--- src/design/dsad_pkg.sv ---
// Constants, types and carriers shared by the data space address decoder.
// Assumes a single core clock and an 8-bit data path with 16-bit data addresses.
package dsad_pkg;

	localparam int unsigned DATA_W       = 8;
	localparam int unsigned ADDR_W       = 16;
	localparam int unsigned PC_W         = 12;
	localparam int unsigned SRAM_BYTES   = 512;
	localparam int unsigned SRAM_AW      = 9;
	localparam int unsigned RF_WORDS     = 32;

	localparam logic [15:0] RF_BASE      = 16'h0000;
	localparam logic [15:0] STDIO_BASE   = 16'h0020;
	localparam logic [15:0] EXTIO_BASE   = 16'h0060;
	localparam logic [15:0] SRAM_BASE    = 16'h0100;
	localparam logic [15:0] DATA_END     = 16'h0300;
	localparam logic [15:0] IO_DATA_OFS  = 16'h0020;

	localparam logic [5:0]  BIT_IO_LAST  = 6'h1F;
	localparam logic [5:0]  DISP_MAX     = 6'h3F;

	localparam logic [5:0]  IO_SCRATCH_ZERO = 6'h1C;
	localparam logic [5:0]  IO_SCRATCH_ONE  = 6'h1D;
	localparam logic [5:0]  IO_SCRATCH_TWO  = 6'h1E;
	localparam logic [5:0]  IO_EVENT_FLAGS  = 6'h1F;

	localparam logic [7:0]  SCRATCH_RESET   = 8'h00;
	localparam logic [7:0]  FLAGS_RESET     = 8'h00;
	localparam logic [7:0]  RF_RESET        = 8'h00;
	localparam logic [11:0] PC_RESET        = 12'h000;

	localparam logic [4:0]  PTR_X_LO     = 5'h1A;
	localparam logic [4:0]  PTR_Y_LO     = 5'h1C;
	localparam logic [4:0]  PTR_Z_LO     = 5'h1E;

	typedef enum logic [2:0] {
		KIND_LOAD,
		KIND_STORE,
		KIND_IO_IN,
		KIND_IO_OUT,
		KIND_BIT_SET,
		KIND_BIT_CLEAR,
		KIND_SKIP_IF_SET,
		KIND_SKIP_IF_CLEAR
	} dsad_kind_e;

	typedef enum logic [2:0] {
		MODE_DIRECT,
		MODE_INDIRECT,
		MODE_DISP,
		MODE_PREDEC,
		MODE_POSTINC
	} dsad_mode_e;

	typedef enum logic [1:0] {
		PTR_X,
		PTR_Y,
		PTR_Z
	} dsad_ptr_e;

	typedef enum logic [2:0] {
		REGION_RF,
		REGION_STDIO,
		REGION_EXTIO,
		REGION_SRAM,
		REGION_NONE
	} dsad_region_e;

	typedef struct packed {
		logic        valid;
		dsad_kind_e  kind;
		dsad_mode_e  mode;
		dsad_ptr_e   ptr;
		logic [5:0]  disp;
		logic [15:0] addr;
		logic [5:0]  io_num;
		logic [2:0]  bit_sel;
		logic [7:0]  wdata;
	} dsad_req_s;

	typedef struct packed {
		logic        done;
		logic [7:0]  rdata;
		logic        skip;
		logic        refused;
	} dsad_resp_s;

endpackage

--- src/design/dsad_sram.sv ---
// Internal data SRAM with a two-cycle access.
// Assumes the caller issues one access at a time and waits for the acknowledge.
`timescale 1ns/1ps
module dsad_sram
	import dsad_pkg::*;
#(
	parameter int unsigned DEPTH = SRAM_BYTES,
	parameter int unsigned AW    = SRAM_AW
)
(
	input  logic          i_core_clk,
	input  logic          i_reset_n,
	input  logic          i_en,
	input  logic          i_we,
	input  logic [AW-1:0] i_addr,
	input  logic [7:0]    i_wdata,
	output logic          o_ack,
	output logic [7:0]    o_rdata
);

	logic [7:0]    mem [DEPTH];
	logic          pend;
	logic          we_q;
	logic [AW-1:0] addr_q;
	logic [7:0]    wdata_q;

	generate
		if (DEPTH > (1 << AW))
		begin : g_bad_depth
			$error("SRAM depth does not fit the address width.");
		end
	endgenerate

	// The first cycle captures the command, the second performs it.
	always_ff @(posedge i_core_clk or negedge i_reset_n)
	begin
		if (!i_reset_n)
		begin
			pend    <= 1'b0;
			we_q    <= 1'b0;
			addr_q  <= '0;
			wdata_q <= 8'h00;
		end
		else
		begin
			pend    <= i_en;
			we_q    <= i_we;
			addr_q  <= i_addr;
			wdata_q <= i_wdata;
		end
	end

	always_ff @(posedge i_core_clk)
	begin
		if (pend && we_q)
		begin
			mem[addr_q] <= wdata_q;
		end
	end

	// The answer stands during the second cycle so the caller can close the access at its end.
	assign o_ack   = pend;
	assign o_rdata = we_q ? wdata_q : mem[addr_q];

endmodule

--- src/design/dsad_top.sv ---
// Data space address decoder: register file, I/O, scratch registers and SRAM.
// Assumes the execution unit holds a request for one cycle only while o_busy is low.
//
// Overview of operation
// - Data addresses 0x00-0x1F reach the working register file.
// - The next 64 data addresses reach the standard I/O registers.
// - The following 160 data addresses reach the extended I/O registers.
// - The following 512 data addresses reach the internal data SRAM.
// - Extended I/O 0x60-0xFF is reachable only by load and store.
// - I/O-in and I/O-out use I/O numbers 0x00 to 0x3F.
// - Load or store to standard I/O uses I/O number plus 0x20.
// - I/O numbers 0x00-0x1F accept single-bit set and clear.
// - Low I/O registers support skip tests on one selected bit.
// - Single-bit set or clear writes only the selected bit.
// - Some status flags clear when software writes a one to them.
// - Every internal SRAM access completes in two clock cycles.
// - Displacement mode adds up to 63 to the Y or Z pointer.
// - Pre-decrement and post-increment update the pointer in the register file.
// - Direct addressing reaches every location of the data space.
// - Program counter is 12 bits, addressing 4K words of 16 bits.
// - Three 8-bit scratch registers, read/write, reset to zero.
// - Data-space register accesses hit the same register file cells.
`timescale 1ns/1ps
module dsad_top
	import dsad_pkg::*;
#(
	parameter int unsigned SRAM_DEPTH = SRAM_BYTES,
	parameter int unsigned PC_BITS    = PC_W
)
(
	input  logic             i_core_clk,
	input  logic             i_reset_n,
	input  dsad_req_s        i_req,
	input  logic [7:0]       i_event_flags,
	input  logic             i_pc_load,
	input  logic [11:0]      i_pc_target,
	input  logic             i_pc_step,
	output dsad_resp_s       o_resp,
	output logic             o_busy,
	output logic [11:0]      o_pc,
	output logic [7:0]       o_flags,
	output logic [7:0]       o_scratch_zero,
	output logic [7:0]       o_scratch_one,
	output logic [7:0]       o_scratch_two
);

	typedef enum logic {
		ST_IDLE,
		ST_SRAM_WAIT
	} dsad_state_e;

	dsad_state_e  state;
	logic [7:0]   rf [RF_WORDS];
	logic [7:0]   scratch_reg_zero;
	logic [7:0]   scratch_reg_one;
	logic [7:0]   scratch_reg_two;
	logic [7:0]   event_flags;

	dsad_region_e region;
	logic         accept;
	logic [4:0]   ptr_lo;
	logic [15:0]  ptr_val;
	logic [15:0]  next_ptr;
	logic         ptr_update;
	logic [15:0]  eff_addr;
	logic [5:0]   io_num;
	logic         refused;
	logic         is_write;
	logic         is_bit_op;
	logic         is_skip;
	logic [7:0]   bit_mask;
	logic [7:0]   rd_val;
	logic [7:0]   wr_val;
	logic [7:0]   flag_clear;
	logic         sram_en;
	logic         sram_ack;
	logic [7:0]   sram_rdata;

	generate
		if (SRAM_DEPTH != SRAM_BYTES || PC_BITS != PC_W)
		begin : g_bad_params
			$error("SRAM depth and program counter width are fixed by the data map.");
		end
	endgenerate

	function automatic dsad_region_e region_of(input logic [15:0] a);
		if (a < STDIO_BASE)
			region_of = REGION_RF;
		else if (a < EXTIO_BASE)
			region_of = REGION_STDIO;
		else if (a < SRAM_BASE)
			region_of = REGION_EXTIO;
		else if (a < DATA_END)
			region_of = REGION_SRAM;
		else
			region_of = REGION_NONE;
	endfunction

	function automatic logic [4:0] ptr_base(input dsad_ptr_e p);
		case (p)
			PTR_X:   ptr_base = PTR_X_LO;
			PTR_Y:   ptr_base = PTR_Y_LO;
			PTR_Z:   ptr_base = PTR_Z_LO;
			default: ptr_base = PTR_Z_LO;
		endcase
	endfunction

	assign accept = i_req.valid && (state == ST_IDLE);

	// Effective address generation for every instruction family.
	always_comb
	begin
		ptr_lo     = ptr_base(i_req.ptr);
		ptr_val    = {rf[ptr_lo + 5'd1], rf[ptr_lo]};
		next_ptr   = ptr_val;
		ptr_update = 1'b0;
		refused    = 1'b0;
		eff_addr   = i_req.addr;
		io_num     = i_req.io_num;
		case (i_req.kind)
			KIND_IO_IN, KIND_IO_OUT:
			begin
				eff_addr = {10'h000, i_req.io_num} + IO_DATA_OFS;
			end
			KIND_BIT_SET, KIND_BIT_CLEAR, KIND_SKIP_IF_SET, KIND_SKIP_IF_CLEAR:
			begin
				refused  = (i_req.io_num > BIT_IO_LAST);
				eff_addr = {10'h000, i_req.io_num} + IO_DATA_OFS;
			end
			default:
			begin
				case (i_req.mode)
					MODE_INDIRECT:
						eff_addr = ptr_val;
					MODE_DISP:
					begin
						refused  = (i_req.ptr == PTR_X);
						eff_addr = ptr_val + {10'h000, i_req.disp};
					end
					MODE_PREDEC:
					begin
						next_ptr   = ptr_val - 16'h0001;
						eff_addr   = next_ptr;
						ptr_update = 1'b1;
					end
					MODE_POSTINC:
					begin
						next_ptr   = ptr_val + 16'h0001;
						eff_addr   = ptr_val;
						ptr_update = 1'b1;
					end
					default:
						eff_addr = i_req.addr;
				endcase
			end
		endcase
		if (i_req.kind != KIND_LOAD && i_req.kind != KIND_STORE)
		begin
			io_num = i_req.io_num;
		end
		else
		begin
			io_num = 6'(eff_addr - IO_DATA_OFS);
		end
	end

	assign region    = region_of(eff_addr);
	assign is_write  = (i_req.kind == KIND_STORE) || (i_req.kind == KIND_IO_OUT);
	assign is_bit_op = (i_req.kind == KIND_BIT_SET) || (i_req.kind == KIND_BIT_CLEAR);
	assign is_skip   = (i_req.kind == KIND_SKIP_IF_SET) || (i_req.kind == KIND_SKIP_IF_CLEAR);
	assign bit_mask  = 8'h01 << i_req.bit_sel;
	assign sram_en   = accept && !refused && (region_of(eff_addr) == REGION_SRAM);

	// Read side of the register file and the I/O map.
	always_comb
	begin
		rd_val = 8'h00;
		case (region)
			REGION_RF:
				rd_val = rf[eff_addr[4:0]];
			REGION_STDIO:
			begin
				case (io_num)
					IO_SCRATCH_ZERO: rd_val = scratch_reg_zero;
					IO_SCRATCH_ONE:  rd_val = scratch_reg_one;
					IO_SCRATCH_TWO:  rd_val = scratch_reg_two;
					IO_EVENT_FLAGS:  rd_val = event_flags;
					default:         rd_val = 8'h00;
				endcase
			end
			REGION_EXTIO:
				rd_val = 8'h00;
			default:
				rd_val = 8'h00;
		endcase
	end

	// Value a store or a single-bit operation leaves in a plain register.
	always_comb
	begin
		wr_val     = i_req.wdata;
		flag_clear = 8'h00;
		if (is_bit_op)
		begin
			if (i_req.kind == KIND_BIT_SET)
				wr_val = rd_val | bit_mask;
			else
				wr_val = rd_val & ~bit_mask;
		end
		if (accept && !refused && region == REGION_STDIO && io_num == IO_EVENT_FLAGS)
		begin
			if (is_write)
				flag_clear = i_req.wdata;
			else if (i_req.kind == KIND_BIT_SET)
				flag_clear = bit_mask;
		end
	end

	// Register file: data-space stores and pointer write-back share the cells.
	always_ff @(posedge i_core_clk or negedge i_reset_n)
	begin
		if (!i_reset_n)
		begin
			for (int i = 0; i < RF_WORDS; i++)
			begin
				rf[i] <= RF_RESET;
			end
		end
		else if (accept && !refused)
		begin
			if (is_write && region == REGION_RF)
			begin
				rf[eff_addr[4:0]] <= i_req.wdata;
			end
			if (ptr_update)
			begin
				rf[ptr_lo]         <= next_ptr[7:0];
				rf[ptr_lo + 5'd1]  <= next_ptr[15:8];
			end
		end
	end

	// Scratch registers take full-byte writes or a single modified bit.
	always_ff @(posedge i_core_clk or negedge i_reset_n)
	begin
		if (!i_reset_n)
		begin
			scratch_reg_zero <= SCRATCH_RESET;
			scratch_reg_one  <= SCRATCH_RESET;
			scratch_reg_two  <= SCRATCH_RESET;
		end
		else if (accept && !refused && region == REGION_STDIO && (is_write || is_bit_op))
		begin
			case (io_num)
				IO_SCRATCH_ZERO: scratch_reg_zero <= wr_val;
				IO_SCRATCH_ONE:  scratch_reg_one  <= wr_val;
				IO_SCRATCH_TWO:  scratch_reg_two  <= wr_val;
				default:         ;
			endcase
		end
	end

	// Event flags: a new event in the clearing cycle survives the clear.
	always_ff @(posedge i_core_clk or negedge i_reset_n)
	begin
		if (!i_reset_n)
		begin
			event_flags <= FLAGS_RESET;
		end
		else
		begin
			event_flags <= (event_flags & ~flag_clear) | i_event_flags;
		end
	end

	// Request sequencing and the answer to the execution unit.
	always_ff @(posedge i_core_clk or negedge i_reset_n)
	begin
		if (!i_reset_n)
		begin
			state          <= ST_IDLE;
			o_busy         <= 1'b0;
			o_resp         <= '0;
		end
		else
		begin
			o_resp.done <= 1'b0;
			case (state)
				ST_IDLE:
				begin
					if (accept && sram_en)
					begin
						state  <= ST_SRAM_WAIT;
						o_busy <= 1'b1;
					end
					else if (accept)
					begin
						o_resp.done    <= 1'b1;
						o_resp.refused <= refused;
						o_resp.rdata   <= refused ? 8'h00 : rd_val;
						o_resp.skip    <= !refused && is_skip &&
							((|(rd_val & bit_mask)) == (i_req.kind == KIND_SKIP_IF_SET));
					end
				end
				ST_SRAM_WAIT:
				begin
					if (sram_ack)
					begin
						state          <= ST_IDLE;
						o_busy         <= 1'b0;
						o_resp.done    <= 1'b1;
						o_resp.refused <= 1'b0;
						o_resp.skip    <= 1'b0;
						o_resp.rdata   <= sram_rdata;
					end
				end
				default:
				begin
					state  <= ST_IDLE;
					o_busy <= 1'b0;
				end
			endcase
		end
	end

	// Program counter addressing 4K words of program memory.
	always_ff @(posedge i_core_clk or negedge i_reset_n)
	begin
		if (!i_reset_n)
		begin
			o_pc <= PC_RESET;
		end
		else if (i_pc_load)
		begin
			o_pc <= i_pc_target;
		end
		else if (i_pc_step)
		begin
			o_pc <= o_pc + 12'h001;
		end
	end

	// Mirrors of the software-visible registers for the surrounding logic.
	always_ff @(posedge i_core_clk or negedge i_reset_n)
	begin
		if (!i_reset_n)
		begin
			o_flags        <= FLAGS_RESET;
			o_scratch_zero <= SCRATCH_RESET;
			o_scratch_one  <= SCRATCH_RESET;
			o_scratch_two  <= SCRATCH_RESET;
		end
		else
		begin
			o_flags        <= event_flags;
			o_scratch_zero <= scratch_reg_zero;
			o_scratch_one  <= scratch_reg_one;
			o_scratch_two  <= scratch_reg_two;
		end
	end

	dsad_sram #(
		.DEPTH (SRAM_BYTES),
		.AW    (SRAM_AW)
	) u_sram (
		.i_core_clk (i_core_clk),
		.i_reset_n  (i_reset_n),
		.i_en       (sram_en),
		.i_we       (is_write),
		.i_addr     (SRAM_AW'(eff_addr - SRAM_BASE)),
		.i_wdata    (i_req.wdata),
		.o_ack      (sram_ack),
		.o_rdata    (sram_rdata)
	);

endmodule

--- config.mk ---
export PLATFORM = sky130hd
export DESIGN_NAME = dsad_top
export DESIGN_NICKNAME = d
export VERILOG_FILES = /design/src/design/dsad_pkg.sv /design/src/design/dsad_sram.sv /design/src/design/dsad_top.sv
export SDC_FILE = /design/constraint.sdc
export NUM_CORES = 2
export LEC_CHECK = 0
export BUFFER_PORTS_ARGS = -buffer_cell sky130_fd_sc_hd__buf_2
export CAP_MARGIN = 10
export CORE_AREA = 2 2 533 535
export DETAILED_ROUTE_END_ITERATION = 6
export DIE_AREA = 0 0 535 537
export HOLD_SLACK_MARGIN = 0.15
export PLACE_DENSITY = 0.79
export SLEW_MARGIN = 20
export SYNTH_ARGS = -nofsm -noshare
export SYNTH_HDL_FRONTEND = slang
export SYNTH_SLANG_ARGS = --single-unit
--- constraint.sdc ---
create_clock -name i_core_clk -period 10.2 [get_ports i_core_clk]
set_input_delay 1.53 -clock i_core_clk [delete_from_list [all_inputs] [get_ports i_core_clk]]
set_output_delay 1.53 -clock i_core_clk [all_outputs]
set_load 0.02 [all_outputs]
======== Word level (Yosys, flattened, before mapping) ========
Memories as Yosys holds them, arrays and structs flattened.
Index checks and enable logic that the tools add are counted.
word-level totals
  output and inout port bits .............. 56
  bits in registers ....................... 364
  memories ................................ 1
  bits of input ports ..................... 72
  bits in writable memories ............... 4096
  logic and storage cells ................. 200
cells by class
  muxes and demuxes ....................... 58
  bitwise logic cells ..................... 11
  $lt $le $gt $ge ......................... 11
  reductions and logical operators ........ 35
  shift operators ......................... 1
  equal/unequal tests ..................... 24
  $add $sub $neg .......................... 8
memory list
  memory      depth  width  read ports  clocked after Yosys merged registers in  wr ports  RTL line         RTL
  u_sram.mem  512    8      1           0                                        1         dsad_sram.sv:21  logic [7:0] mem [DEPTH];
operator list
  kind                                                          number
  bitwise mux 256 bit                                           3
  two-way mux 256 bit                                           3
  two-way mux 8 bit                                             16
  binary-select mux 8 bit (select 5 bit)                        3
  demux 8 bit (select 5 bit)                                    3
  case mux 16 bit (3 select lines)                              1
  two-way mux 11 bit                                            3
  two-way mux 16 bit                                            2
  case mux 16 bit (2 select lines)                              1
  case mux 8 bit (4 select lines)                               1
  bitwise AND 8 bit                                             3
  == test 6 x 5 -> 1 bit, second input constant                 4
  two-way mux 12 bit                                            2
  case mux 11 bit (2 select lines)                              1
  greater-or-equal comparator 6 bit, second input constant      3
  less-than comparator 6 x 1 -> 1 bit, second input constant    3
  NOT 5 -> 6 bit                                                3
  adder 16 x 1 -> 16 bit, second input constant                 1
  adder 16 x 6 -> 16 bit                                        1
  less-than comparator 16 x 10 -> 1 bit, second input constant  1
  less-than comparator 16 x 6 -> 1 bit, second input constant   1
  less-than comparator 16 x 7 -> 1 bit, second input constant   1
  less-than comparator 16 x 9 -> 1 bit, second input constant   1
  NOT 8 bit                                                     2
  other kinds (37)                                              85

======== Longest topological paths before layout ========
  depth after elaboration ................. 24
  gate-level depth with buffers ........... 23
  gate-level depth less buffers ........... 19

======== Modules after synthesis ========
From an unflattened synthesis, not the netlist that was laid out.
unflattened totals
  cells, all modules ...................... 9275
  area, all modules ....................... 178063.3 µm²
modules (own cells, without submodules)
  module     times used  cells each  sequential area each (µm²)  area an instance (µm²)
  dsad_sram  1           7447        123473.4                    159244.0
  dsad_top   1           1828        8633.3                      18819.3

======== Worst setup path before layout ========
OpenSTA, ideal clock, no wires.
  kind .................................... reg-to-reg
  start point ............................. register u_sram.wdata_q[0]
  end point ............................... memory u_sram.mem[0][0], data pin
  required time ........................... 8795 ps
  stages on the path, launching flop included .. 1
  arrival ................................. 6065 ps
  path buffers ............................ 0
  slack ................................... 2731 ps
  setup time .............................. 1405 ps
  period minus slack after synthesis ...... 7469 ps
  cells stage by stage .................... dfrtp_1
RTL lines
  item                    RTL line         RTL
  from (decl)             dsad_sram.sv:25  logic [7:0] wdata_q;
  from (signal assigned)  dsad_sram.sv:49  wdata_q <= i_wdata;
  to (decl)               dsad_sram.sv:21
Straight into the memory's write port.

==> flow_summary.ini <==
[final_layout]
drive_gt1_share_pct = 28.34
register_area_um2 = 132200
multi_input_area_um2 = 42910
postLayoutCoreUtil_pct = 69.83
layout.nets = 8799
area_growth_pct = 11.02
fillers = 15543

[setup_path]
crit_chain = buf_2 > mux2i_1 > a21boi_1 > inv_1 > ha_1 > o211ai_1 > or4_1 > or3_1 > mux2i_1 > o22ai_1 > nor4b_2 > nand3b_2 > nor3_2 > nand2_1 > nor2_2 > mux2_2
slowest_delay_ns = 0.74
path_delay_family = simple AND/OR/NAND/NOR gates
r2r_setup_slack_ns = 3.83
cp_data_required_time_ns = 11.03
cp.arrival_ns = 7.86
critPathSlowestCell = or4_1
worstPathMaxFanout = 19
worstSetupPathType = input pin to flop
timing.rr.start = rf[41]
worstRegToRegCells = 15
crit_path_end_kind = flop
crit_path_frequent_cell = mux2i_1
crit_path_start_kind = input pin
critPathBufInv = 2

[cts]
cts_htree_levels = 5
ctsHoldBuffers = 0
clk_pin_slew_worst_paths_ns = 0.06
cts_setup_buffers = 0
post_cts_resized = 0
insertion_delay_ns = 1.02
cts_buffers = 426
cts_buffer_depth = 4
cts-root-buf = clkbuf_16
tritoncts = done
clock-sinks = 4460

[synth]
syn_nets = 8614
synthFlopType = edfxtp_1
synthTopCellsByArea = edfxtp_1 70%, mux4_2 17%, dfrtp_1 5.1%, mux2_2 1.6%, nor2_1 1.3%
ys_ff_latch = 4460
netlist_area_um2 = 176900
netlist_instances = 8533
synth_xor_area_share_pct = 0.1831
synth_area_per_cell_um2 = 20.74
synth_top_family_by_area = multiplexers
synthAdderAreaFrac_pct = 0.06364
async_reset_ff_share_pct = 8.161
synth_compound_area_share_pct = 1.710
ys_warn_count = 0
synthMuxAreaShare_pct = 18.88
synth_simple_gate_area_share_pct = 3.287
synth_edf_count = 4096
netlist.area_leader.share_pct = 69.51
synth_top_area_cell = edfxtp_1
seq_area_frac_synth_pct = 74.66
ys_types = 83

[worst_hold_path]
hold_depth = 0
hold_end = o_flags[6]
min_from = event_flags[6]
hp-class = flop to flop

[floorplan]
start_util_pct = 62.90
die_h_um = 537
coreArea_um2 = 281300
die_area_um2 = 287300
row_count = 195
die_x_um = 535
io-pin-count = 128

[grt]
antenna_found_initial = 38
grt_start_max_net_pins = 245
track_usage_pct = 34.45
overflow = 0
grt_first_pass_wirelength_um = 703600
grt_pass1_vias = 94089

[drt]
drt-initial-drc-count = 15461
drc = 3
routed_via_density = 7.329
vias = 94196
detail-route-antenna-nets = 0
routed_wl_um = 494100
wl_per_cell_um = 38.44
first_pass_iters = 7

[sta]
tns_ns = 0
skew_ns = 0.06556
min_period_over_period_pct = 68.84
hold_viol = 0
tightest_slew_ns = 1.346
slew_viol_final = 0
max_slew_margin_pct = 9.910
fmax_ghz = 0.1424
rsz0062_at_grt = no
finalSetupViolCount = 0
finalCriticalPeriod_ns = 7.021

[run_status]
violations = design-rule violations
status = finished with violations

[placed_design]
port_buffers = 127
globalplace.congestion = 0.9211
hpwl_um = 256300

[run]
cap_violations = 0

[power_and_ir_drop]
irDropWorstVdd_v = 0.0001718
power.density_nw_per_um2 = 203.5
p_leak_uw = 0.06317
==> cells in the final DEF, fill, tap and decap left out, types with 12 or more instances in the layout <==
| cell | count |
|---|---|
| a21oi_1 | 127 |
| a22o_1 | 12 |
| a22oi_1 | 19 |
| a31oi_1 | 55 |
| and3_1 | 54 |
| buf_12 | 25 |
| buf_2 | 126 |
| buf_4 | 116 |
| bufinv_16 | 59 |
| clkbuf_1 | 87 |
| clkbuf_16 | 428 |
| clkinv_1 | 78 |
| clkinv_2 | 86 |
| clkinvlp_4 | 15 |
| dfrtp_1 | 349 |
| dfrtp_4 | 14 |
| diode_2 | 30 |
| edfxtp_1 | 4096 |
| inv_1 | 23 |
| mux2_2 | 246 |
| mux2i_1 | 78 |
| mux4_2 | 1325 |
| nand2_1 | 385 |
| nand2_4 | 12 |
| nand2b_1 | 17 |
| nand3_1 | 82 |
| nand4_1 | 23 |
| nor2_1 | 635 |
| nor2_2 | 21 |
| nor2b_1 | 12 |
| nor3_1 | 30 |
| nor4_1 | 12 |
| o21ai_0 | 75 |
| o22ai_1 | 65 |
| xnor2_1 | 20 |
| xor2_1 | 17 |
==> registers in the layout, summed over array words and instances, names as in the netlist, 9 cells and up, named ones only <==
name and cells:
o_pc 12, o_resp 11, rf 64, u_sram.addr_q 9, u_sram.mem 4096
==> final cells by class <==
cell class	count	share of cell area [%]
inverter	32	0.06242
antenna	30	0.03822
multi-input combinational	3518	21.84
sequential	4460	67.28
timing repair buffer	280	1.129
clock inverter	264	1.568
clock buffer	526	5.696
tap	3743	2.384
==> Yosys cell counts, drive strengths merged (16+ instances only) <==
cell type and count:
mux2 246, mux2i 79, inv 29, buf 166
edfxtp 4096, dfrtp 364, nor2b 16, xor2 17
nand4 23, nor3 35, o21ai 82, a31oi 55
nand2b 17, nand3 86, a22oi 19, clkbuf 357
nand2 398, a21oi 129, xnor2 20, and3 54
o22ai 65, nor2 663, mux4 1325
==> through the flow <==
step                std cells  hold slack [ns]  power (uW)  worst slack (ns)  instance area [um2]
floorplan                8533           0.3678       22620             2.731               176900
global placement        12029           0.3948       23640             2.549               181900
detailed placement      12029           0.3959       23700             2.351               181900
CTS                     12819           0.4095       39940             3.357               196200
global route            12827           0.4190       40710             2.885               196400
finish                  12853           0.4155       39980             3.179               196400
==> logic make-up after synthesis <==
| group | Yosys count |
|---|---|
| buffers and inverters | 555 |
| and+or+nand+nor | 1348 |
| adders and majority gates | 9 |
| muxes | 1650 |
| xor gates and xnor gates | 37 |
| AOI/OAI and AO/OA | 474 |
| DFF | 4460 |
==> worst max-delay path by stage <==
stage | slack, ns | end | depth (start not counted) | startpoint
floorplan | 2.73 | u_sram.mem[0][0] | 0 | u_sram.wdata_q[0]
global placement | 2.55 | o_resp[1] | 20 | i_req[40]
detailed placement | 2.35 | flop | 16 | i_req[39]
CTS | 3.36 | flop | 16 | i_req[39]
global route | 2.89 | flop | 16 | i_req[39]
finish | 3.18 | flop | 16 | i_req[39]
==> worst register-to-register path, cell delays in order, from the launching register on <==
cell and delay, ns:
dfrtp_1 0.47, mux2i_1 0.42, a21boi_1 0.30, inv_1 0.21, ha_1 0.32, o211ai_1 0.18, or4_1 0.74, or3_1 0.49
mux2i_1 0.18, o22ai_1 0.17, nor4b_2 0.48, nand3b_2 0.39, nor3_2 0.38, nand2_1 0.56, nor2_2 0.56, mux2_2 0.40
==> per-layer routing <==
layer,GRT usage (%),up-vias,part of all wire (%)
li1,-,35586,-
met1,45.95,49135,34
met2,54.71,7959,49
met3,7.857,1496,12
met4,16.71,20,5.5
met5,0,-,0.026
==> where the power goes <==
part / switching (uW) / total, uW / internal [uW]
clock network: 7190 / 16500 / 9320
registers: 154 / 20200 / 20000
logic: 2020 / 3310 / 1290
total: 9360 / 40000 / 30600
Power figures use the tool's default switching activity.
